`config.mk`:
```
export PLATFORM = sky130hd
export DESIGN_NAME = csdb_exec
export DESIGN_NICKNAME = d
export VERILOG_FILES = /design/src/logic/csdb_pkg.sv /design/src/logic/csdb_exec.sv
export SDC_FILE = /design/constraint.sdc
export NUM_CORES = 1
export LEC_CHECK = 0
export BUFFER_PORTS_ARGS = -buffer_cell sky130_fd_sc_hd__buf_2
export CAP_MARGIN = 20
export CORE_UTILIZATION = 45
export DETAILED_ROUTE_END_ITERATION = 12
export GPL_TIMING_DRIVEN = 0
export PLACE_DENSITY = 0.77
export SYNTH_ARGS = -nofsm -noshare
export SYNTH_HDL_FRONTEND = slang
export SYNTH_SLANG_ARGS = --single-unit
```
`constraint.sdc`:
```
create_clock -name clk -period 2.5 [get_ports clk]
set_input_delay 0.5 -clock clk [delete_from_list [all_inputs] [get_ports clk]]
set_output_delay 0.5 -clock clk [all_outputs]
set_load 0.01 [all_outputs]
```
`src/logic/csdb_pkg.sv`:
```
// Package for the compare, skip, decrement and decimal adjust executor.
// Assumes one core clock; the file memory answers a read one cycle later.
package csdb_pkg;
    // Opcode patterns, upper bits compared against the fetched word
    localparam logic [6:0] OPC_CSG = 7'h32;      // 0110 010
    localparam logic [6:0] OPC_CSL = 7'h30;      // 0110 000
    localparam logic [5:0] OPC_DEC = 6'h01;      // 0000 01
    localparam logic [5:0] OPC_DSZ = 6'h0b;      // 0010 11
    localparam logic [5:0] OPC_DSN = 6'h13;      // 0100 11
    localparam logic [15:0] OPC_DAW = 16'h0007;
    // Opcode field positions
    localparam int DEST_BIT = 9;
    localparam int BANK_BIT = 8;
    // Access bank: low half maps to bank 0, high half to the top bank
    localparam logic [7:0] ACC_SPLIT = 8'h80;
    localparam logic [3:0] ACC_LO_BANK = 4'h0;
    localparam logic [3:0] ACC_HI_BANK = 4'hf;
    // BCD correction constants
    localparam logic [3:0] BCD_MAX = 4'h9;
    localparam logic [8:0] BCD_LO_ADJ = 9'h006;
    localparam logic [8:0] BCD_HI_ADJ = 9'h060;
    // Extra no-operation cycles for a taken skip
    localparam logic [1:0] SKIP_ONE = 2'h1;
    localparam logic [1:0] SKIP_TWO = 2'h2;
    // Reset values
    localparam logic [11:0] ADDR_RST = 12'h000;
    localparam logic [7:0] DATA_RST = 8'h00;

    typedef enum logic [2:0] {
        OP_NONE, OP_CSG, OP_CSL, OP_DAW, OP_DEC, OP_DSZ, OP_DSN
    } csdb_op_t;

    typedef enum logic [1:0] {ST_IDLE, ST_READ, ST_EXEC, ST_SKIP} csdb_st_t;

    typedef struct packed {
        logic n;
        logic ov;
        logic z;
        logic dc;
        logic c;
    } csdb_flags_t;

    typedef struct packed {
        csdb_st_t st;
        csdb_op_t op;
        logic dest;
        logic [11:0] addr;
        logic rd_en;
        logic wr_file;
        logic wr_w;
        logic wr_stat;
        logic [7:0] res;
        csdb_flags_t stat;
        logic skip_nop;
        logic [1:0] nop_left;
        logic illegal;
    } csdb_state_t;
endpackage

```
`src/logic/csdb_exec.sv`:
```
// Executor for unsigned compare-skip, decimal adjust and decrement ops.
// Assumes the fetch stage holds an opcode until taken and the banked
// file memory returns read data one clock after the read strobe.
`timescale 1ns/1ps
`default_nettype none

// Summary of operation
// - skip when file value greater than working
// - decode compare-greater by 0110 010a pattern
// - skip when file value less than working
// - decode compare-less by 0110 000a pattern
// - decimal adjust adds 6 to each digit above 9 or carried
// - decimal adjust opcode is 0x0007
// - decrement file, destination bit picks target
// - decode decrement by 0000 01da pattern
// - decrement, skip on zero, flags kept
// - decrement, skip on non-zero result
// - decode skip-nonzero by 0100 11da pattern
// - bank bit picks access bank or select
module csdb_exec (
    // Clock and reset
    input wire logic clk,
    input wire logic reset,
    // Fetch stage
    input wire logic instr_valid,
    input wire logic [15:0] instr_opcode,
    input wire logic next_two_word,
    output logic instr_ready,
    output logic skip_nop,
    output logic illegal_op,
    // Core registers
    input wire logic [7:0] working_register,
    input wire logic [3:0] bank_select_register,
    input wire csdb_pkg::csdb_flags_t status_in,
    output logic w_wr_en,
    output logic [7:0] w_wr_data,
    output logic status_wr_en,
    output csdb_pkg::csdb_flags_t status_wr_data,
    // Banked file memory
    input wire logic [7:0] file_rd_data,
    output logic file_rd_en,
    output logic [11:0] file_addr,
    output logic file_wr_en,
    output logic [7:0] file_wr_data
);
    import csdb_pkg::*;

    csdb_state_t q;
    csdb_state_t nxt_q;
    csdb_op_t dec_op;
    logic taken;
    logic [7:0] fval;
    logic [7:0] dec_res;
    logic [8:0] bcd_lo;
    logic [8:0] bcd_hi;
    logic do_skip;

    assign taken = instr_valid && instr_ready;
    assign fval = file_rd_data;
    assign dec_res = fval - 8'h01;

    // Opcode decode; the low byte is the file address except for the decimal adjust
    always_comb begin
        dec_op = OP_NONE;
        if (instr_opcode[15:9] == OPC_CSG) begin
            dec_op = OP_CSG;
        end else if (instr_opcode[15:9] == OPC_CSL) begin
            dec_op = OP_CSL;
        end else if (instr_opcode == OPC_DAW) begin
            dec_op = OP_DAW;
        end else if (instr_opcode[15:10] == OPC_DEC) begin
            dec_op = OP_DEC;
        end else if (instr_opcode[15:10] == OPC_DSZ) begin
            dec_op = OP_DSZ;
        end else if (instr_opcode[15:10] == OPC_DSN) begin
            dec_op = OP_DSN;
        end
    end

    // Decimal adjust; the low correction may carry into the high digit
    always_comb begin
        bcd_lo = {1'b0, working_register};
        if (working_register[3:0] > BCD_MAX || status_in.dc) begin
            bcd_lo = bcd_lo + BCD_LO_ADJ;
        end
        bcd_hi = bcd_lo;
        if (bcd_lo[7:4] > BCD_MAX || status_in.c || bcd_lo[8]) begin
            bcd_hi = {1'b0, bcd_lo[7:0]} + BCD_HI_ADJ;
        end
    end

    // Skip decision, valid in the execute state only
    always_comb begin
        case (q.op)
            OP_CSG: do_skip = fval > working_register;
            OP_CSL: do_skip = fval < working_register;
            OP_DSZ: do_skip = dec_res == DATA_RST;
            OP_DSN: do_skip = dec_res != DATA_RST;
            default: do_skip = 1'b0;
        endcase
    end

    // Next state; write strobes and nops are one-cycle pulses
    always_comb begin
        nxt_q = q;
        nxt_q.rd_en = 1'b0;
        nxt_q.wr_file = 1'b0;
        nxt_q.wr_w = 1'b0;
        nxt_q.wr_stat = 1'b0;
        nxt_q.skip_nop = 1'b0;
        nxt_q.illegal = 1'b0;
        case (q.st)
            ST_IDLE: begin
                if (taken) begin
                    nxt_q.op = dec_op;
                    nxt_q.dest = instr_opcode[DEST_BIT];
                    // access bank or bank select register
                    if (instr_opcode[BANK_BIT]) begin
                        nxt_q.addr = {bank_select_register,
                            instr_opcode[7:0]};
                    end else if (instr_opcode[7:0] < ACC_SPLIT) begin
                        nxt_q.addr = {ACC_LO_BANK, instr_opcode[7:0]};
                    end else begin
                        nxt_q.addr = {ACC_HI_BANK, instr_opcode[7:0]};
                    end
                    if (dec_op == OP_NONE) begin
                        nxt_q.illegal = 1'b1;
                    end else if (dec_op == OP_DAW) begin
                        // adjusted value written back to W
                        nxt_q.res = bcd_hi[7:0];
                        nxt_q.stat = status_in;
                        // Low correction may carry out of the byte too
                        nxt_q.stat.c = status_in.c | bcd_lo[8] | bcd_hi[8];
                        nxt_q.wr_w = 1'b1;
                        nxt_q.wr_stat = 1'b1;
                    end else begin
                        nxt_q.rd_en = 1'b1;
                        nxt_q.st = ST_READ;
                    end
                end
            end
            ST_READ: begin
                nxt_q.st = ST_EXEC;
            end
            ST_EXEC: begin
                nxt_q.res = dec_res;
                if (q.op == OP_DEC || q.op == OP_DSZ || q.op == OP_DSN) begin
                    // destination bit picks file or W
                    nxt_q.wr_file = q.dest;
                    nxt_q.wr_w = !q.dest;
                end
                // only the plain decrement touches flags
                if (q.op == OP_DEC) begin
                    nxt_q.wr_stat = 1'b1;
                    nxt_q.stat.c = fval != DATA_RST;
                    nxt_q.stat.dc = fval[3:0] != 4'h0;
                    nxt_q.stat.z = dec_res == DATA_RST;
                    nxt_q.stat.n = dec_res[7];
                    nxt_q.stat.ov = fval == 8'h80;
                end
                // discard next word, one or two nops
                if (do_skip) begin
                    nxt_q.st = ST_SKIP;
                    nxt_q.skip_nop = 1'b1;
                    nxt_q.nop_left = next_two_word ? SKIP_TWO : SKIP_ONE;
                end else begin
                    nxt_q.st = ST_IDLE;
                end
            end
            ST_SKIP: begin
                nxt_q.nop_left = q.nop_left - 2'h1;
                if (q.nop_left == SKIP_TWO) begin
                    nxt_q.skip_nop = 1'b1;
                end else begin
                    nxt_q.st = ST_IDLE;
                end
            end
            default: begin
                nxt_q.st = ST_IDLE;
            end
        endcase
    end

    // State register
    always_ff @(posedge clk or posedge reset) begin
        if (reset) begin
            q <= '{st: ST_IDLE, op: OP_NONE, dest: 1'b0, addr: ADDR_RST,
                rd_en: 1'b0, wr_file: 1'b0, wr_w: 1'b0, wr_stat: 1'b0,
                res: DATA_RST, stat: '0, skip_nop: 1'b0,
                nop_left: 2'h0, illegal: 1'b0};
        end else begin
            q <= nxt_q;
        end
    end

    // Outputs; ready is the only combinational one
    assign instr_ready = q.st == ST_IDLE && !q.skip_nop;
    assign skip_nop = q.skip_nop;
    assign illegal_op = q.illegal;
    assign w_wr_en = q.wr_w;
    assign w_wr_data = q.res;
    assign status_wr_en = q.wr_stat;
    assign status_wr_data = q.stat;
    assign file_rd_en = q.rd_en;
    assign file_addr = q.addr;
    assign file_wr_en = q.wr_file;
    assign file_wr_data = q.res;
endmodule

`default_nettype wire

```
# After elaboration in Yosys (flattened, before gate mapping)
# Index checks and enable logic that the tools add are counted.
classes:
  n_reduce_logical: 22
  n_addsub: 4
  n_lt_le_gt_ge: 5
  n_mux: 35
  eq_ne: 24
  bitwise_logic: 2
op_table:
  columns: ["op", "count"]
  rows:
  - ["15-bit 2-to-1 mux", 3]
  - ["15-bit case mux with 2 select lines", 1]
  - ["12-bit 2-to-1 mux", 2]
  - ["3-bit 2-to-1 mux", 7]
  - ["19-bit 2-to-1 mux", 1]
  - ["9-bit 2-to-1 mux", 2]
  - ["16-bit by 3-bit equality test with 1-bit output (second input constant)", 1]
  - ["8-bit nonzero test", 2]
  - ["7-bit by 6-bit equality test with 1-bit output (second input constant)", 2]
  - ["2-bit inequality test (second input constant)", 7]
  - ["2-bit 2-to-1 mux", 6]
  - ["8-bit by 3-bit adder with 9-bit output (second input constant)", 1]
  - ["8-bit by 7-bit adder with 9-bit output (second input constant)", 1]
  - ["3-bit equality test (second input constant)", 3]
  - ["1-bit 2-to-1 mux", 9]
  - ["8-bit equality test (second input constant)", 1]
  - ["4-bit greater-than comparator (second input constant)", 2]
  - ["8-bit greater-than comparator", 1]
  - ["8-bit zero test", 1]
  - ["8-bit < comparator", 1]
  - ["8-bit < comparator (second input constant)", 1]
  - ["2-bit case mux with 4 select lines", 1]
  - ["4-bit AND reduction", 2]
  - ["8-bit by 1-bit subtractor with 8-bit output (second input constant)", 1]
  - ["other kinds (21)", 33]
word_totals:
  output_inout_bits: 40
  ff_bits: 39
  in_bits: 45
  elab_cells: 109

# Longest topological paths before layout
depth:
  word_depth: 12
  ltp_mapped: 10
  depth_no_buf: 10

# Worst setup path before layout
# OpenSTA, ideal clock, no wires.
synth_path:
  kind: "input to register"
  startpoint: "input working_register[2]"
  endpoint: "register q[2] (netlist name)"
  setup_slack_ns: 0.235
  setup_ns: 0.126
  path_stages: 8
  required_ns: 2.374
  n_path_buf: 0
  arrival_ns: 2.139
  cell_sequence: "inv_1 -> ha_1 -> nand3_1 -> o221ai_1 -> a21oi_1 -> a2111oi_1 -> o211ai_2 -> a21boi_2"
synth_via:
  elab_chain_cells: 4
  elab_cells_between_ends: 5
  classes_between: "order compare: 2; eq/ne: 1; mux: 1; reduce/logical: 1"
synth_lines:
  columns: ["element", "line_no", "source"]
  rows:
  - ["start: declaration", "csdb_exec.sv:32", "input wire logic [7:0] working_register,"]
  - ["8-bit < comparator or 8-bit greater-than comparator (tied branches)", "csdb_exec.sv:96, csdb_exec.sv:95", null]
  - ["1-bit case mux with 4 select lines (*)", "csdb_exec.sv:94", "case (q.op)"]
  - ["2-bit inequality test (no line) (*)", null, null]
  - ["2-bit AND reduction (no line) (*)", null, null]
  - ["end signal: assignment", "csdb_exec.sv:187", "q <= '{st: ST_IDLE, op: OP_NONE, dest: 1'b0, addr: ADDR_RST,"]
  - ["end signal: assignment", "csdb_exec.sv:192", "q <= nxt_q;"]
  - ["end: declaration", "csdb_exec.sv:48", "csdb_state_t q;"]
# Mark *: on every way between the ends. The rest lies on a longest branch, timed or not.
# A chain may end at the register's enable or synchronous reset.

# Worst setup path in the final report
layout_path:
  startpoint: "input working_register[1]"
  endpoint: "register q (netlist bit file_wr_data[7])"
layout_via:
  elab_chain_cells: 11
  elab_cells_between_ends: 13
  classes_between: "add/sub: 2; order compare: 2; mux: 6; reduce/logical: 3"
layout_lines:
  columns: ["element", "line_no", "source"]
  rows:
  - ["branches (longest 2 deep; another with 8-bit by 3-bit adder with 9-bit output)", null, null]
  - ["9-bit 2-to-1 mux (*)", "csdb_exec.sv:83", "if (working_register[3:0] > BCD_MAX || status_in.dc) begin"]
  - ["branches (longest 3 deep; another with 8-bit by 7-bit adder with 9-bit output)", null, null]
  - ["9-bit 2-to-1 mux (*)", "csdb_exec.sv:87", "if (bcd_lo[7:4] > BCD_MAX || status_in.c || bcd_lo[8]) begin"]
  - ["15-bit 2-to-1 mux (*)", "csdb_exec.sv:128", "end else if (dec_op == OP_DAW) begin"]
  - ["15-bit 2-to-1 mux (*)", "csdb_exec.sv:126", "if (dec_op == OP_NONE) begin"]
  - ["15-bit 2-to-1 mux (*)", "csdb_exec.sv:114", "if (taken) begin"]
  - ["15-bit case mux with 2 select lines (*)", "csdb_exec.sv:112", "case (q.st)"]
# Every way passes the cells marked *. The select of a mux whose other input is x is not followed.

==> flow_summary.ini <==
[timing]
hold_violations = 0
worstMarginPinSlew_ns = 0.802
drv_slew = 0
period_needed_ns = 2.22
fin_worst_skew_ns = 0.0103
finalCritPeriodShare_pct = 88.7
rsz0062_at_grt = no
finalSetupViolCount = 0
timing.final.ws_setup_ns = 0.283
maxSlewHeadroom_pct = 46.5
fmax_ghz = 0.451

[worst_setup_path]
path_cells = buf_2 -> inv_1 -> ha_1 -> nand3b_1 -> nor2_1 -> xnor2_1 -> ha_1 -> a21oi_1 -> nor3_1 -> a211oi_1 -> o31ai_1
worst_setup_path_start_kind = input pin
slowest_stage = ha_1
path_common_cell = ha_1
worst-endpoint-required_ns = 2.71
crit_fanout = 4
slowest_delay_ns = 0.29
arrival_ns = 2.42
crit_type = in2reg
end_kind = flop

[power]
power.density_nw_per_um2 = 592
p_sw_mw = 0.642
switching_share_pct = 32.7
leakage_nw = 1.67
seqPwrFrac_pct = 40.8
ir_drop_mv = 0.383
power.internal_mw = 1.32
p_total_mw = 1.96
pwr-share-comb_pct = 37.5
clock_power_share_pct = 21.7

[grt]
grtUsageTotal_pct = 21.4
grt_overflow_total = 0
grt_pass1_wl_mm = 10.5
grt_max_degree = 40
antenna_found_initial = 0
grt_pass1_vias = 2263

[synth]
ys_async_sr_fraction_pct = 100
synth_area_per_cell_um2 = 8.57
yosysWarnings = 0
seq_area_frac_synth_pct = 36.0
syn_inst = 316
syn-num-nets = 374
synth_edf_count = 0
ys_seq_elements = 39
ys.flop_type = dfrtp_1
synth_cell_types = 57
netlist_area_um2 = 2710

[clock_network]
clk_pin_slew_ns = 0.08
clock_sinks = 39
cts_buffers = 5
tritoncts = done
htree_num_levels = 2
cts-root-buf = clkbuf_8
cts_hold_buf = 0
clockBufferDepth = 2
clk_latency_ns = 0.30

[die]
dieWidth_um = 79.6
core_area_um2 = 5640
num_rows = 27
start_util_pct = 48.0
die_area_um2 = 6330
io_pins = 85
die_y_um = 79.6

[placed_design]
place_area_um2 = 3220
dp_cells = 472
post-place-ws_ns = -0.0895
gp_congestion = 0.921
detailedPlacementHpwl_mm = 4.99
io_buffers = 84

[detailed_routing]
met1_length_mm = 3.05
drc = 0
wl_mm = 6.41
dr_total_vias = 2480
wl_met2_mm = 2.94
wl_per_cell_um = 13.4
routed.top_layer = met4
dr_wl_met3_um = 371
ant_nets = 0
first_iter_violations = 149
firstDrtPassIters = 4
routed_via_density = 5.17

[hold_path]
holdCritPathClass = in2async

[cells_and_area]
final_nets = 465
layout-drive-gt1-share_pct = 35.5
stdcell_count = 480
n_antenna_cell = 0
final_area_um2 = 3310
syn_to_final_growth_pct = 22.2

[outcome]
status = finished, final reports clean

[run]
drv_cap = 0
[metal layers]
metal | global-route usage, % | vias to the layer above
li1 | - | 1256
met1 | 28.4 | 1144
met2 | 35.0 | 74
met3 | 3.89 | 6
met4 | 6.73 | 0
met5 | 0 | -
[logic make-up after synthesis]
group	Yosys count	synth area share (%)
and+or+nand+nor	118	21.8
adders and majority gates	13	6.00
AOI/OAI and AO/OA	72	17.8
DFF	39	36.0
muxes	5	2.03
xor gates and xnor gates	11	3.56
buffers and inverters	58	12.8
[path summary, 6_finish.rpt]
kind	slack [ns]	start	depth (start not counted)	end
setup / recovery	0.28	working_register[1]	11	file_wr_data[7]$_DFFE_PP0P_
setup reg to reg	0.38	q[38]$_DFFE_PP0P_	8	file_wr_data[5]$_DFFE_PP0P_
hold / removal	0.36	reset	2	file_wr_data[2]$_DFFE_PP0P_
hold reg to reg	0.48	q[33]$_DFFE_PP0P_	1	w_wr_en$_DFF_PP0_
min in group clk	0.40	instr_opcode[12]	2	file_rd_en$_DFF_PP0_
max in group asynchronous	1.63	reset	2	file_wr_data[0]$_DFFE_PP0P_
[final cells by class]
| type | count | area, um2 |
|---|---|---|
| clock buffers | 6 | 72.6 |
| flip-flops and latches | 39 | 976 |
| clock inverters | 2 | 12.5 |
| inverters | 20 | 75.1 |
| plain buffers | 38 | 272 |
| well taps | 72 | 90.1 |
| fillers | 496 | 2330 |
| repair buffers | 84 | 420 |
| multi-input cells | 219 | 1390 |
[cells in the mapped netlist (2+ instances only)]
cell type	count	area (um2)
a2bb2oi_1	2	17.5
nand4_1	3	18.8
nand3_1	4	20.0
nor2_1	21	78.8
clkbuf_1	3	11.3
nor4b_1	2	17.5
or4_1	3	22.5
and4_1	2	17.5
nor4_1	4	25.0
nand2_1	57	214
o221ai_1	2	17.5
o21ai_1	4	20.0
o311ai_1	2	17.5
inv_1	19	71.3
nor2b_1	2	12.5
or3_4	2	22.5
o21ai_0	13	65.1
mux2_2	3	33.8
nand2b_1	4	25.0
nor3_1	4	20.0
a31oi_1	3	18.8
o211ai_2	2	25.0
a22oi_1	3	22.5
a211oi_1	3	22.5
ha_1	13	163
xor2_1	3	26.3
o31ai_1	2	15.0
buf_4	34	255
xnor2_1	8	70.1
o21a_1	3	22.5
dfrtp_1	39	976
a21oi_1	22	110
[worst max-delay path: cells and delay by family]
| family | cells | cell delay (ns) |
|---|---|---|
| compound gates | 3 | 0.37 |
| xor+xnor | 1 | 0.23 |
| fa+ha+maj | 2 | 0.50 |
| buf+inv | 2 | 0.21 |
| simple gates | 3 | 0.63 |
[timing repair]
| item | in CTS | in global routing |
|---|---|---|
| gates resized for setup | 0 | 1 |
| endpoints found under the setup margin | 0 | 2 |
| buffers inserted | 0 | 0 |
[cells in the final DEF, fill, tap and decap left out, types with 5 or more instances in the layout]
| cell | netlist | final |
|---|---|---|
| a21oi_1 | 22 | 22 |
| inv_1 | 19 | 18 |
| buf_4 | 34 | 34 |
| o21ai_0 | 13 | 13 |
| buf_2 | 1 | 85 |
| clkbuf_8 | 0 | 5 |
| xnor2_1 | 8 | 8 |
| dfrtp_1 | 39 | 39 |
| ha_1 | 13 | 13 |
| nand2_1 | 57 | 57 |
| nor2_1 | 21 | 21 |
[per-stage QoR]
| stage | setup TNS, ns | hold slack, ns | utilization, % |
|---|---|---|---|
| finish | 0 | 0.363 | 58.7 |
| global route | 0 | 0.409 | 58.7 |
| CTS | 0 | 0.390 | 58.6 |
| detailed placement | -0.182 | 0.457 | 57.1 |
| global placement | -0.0433 | 0.452 | 57.1 |
| floorplan | 0 | 0.435 | - |
[power by group through the flow]
stage	logic, mW	registers, mW	clock network [mW]
floorplan	0.503	0.795	0
global placement	0.720	0.808	0
detailed placement	0.736	0.815	0
CTS	0.738	0.802	0.444
global route	0.821	0.814	0.461
finish	0.734	0.801	0.426
[sequential cells by signal, indices dropped and copies added (netlist names)]
name            count
status_wr_en        1
file_wr_en          1
w_wr_en             1
status_wr_data      5
file_addr          12
q                   8
illegal_op          1
file_wr_data        8
skip_nop            1
file_rd_en          1
Power figures use the tool's default switching activity.
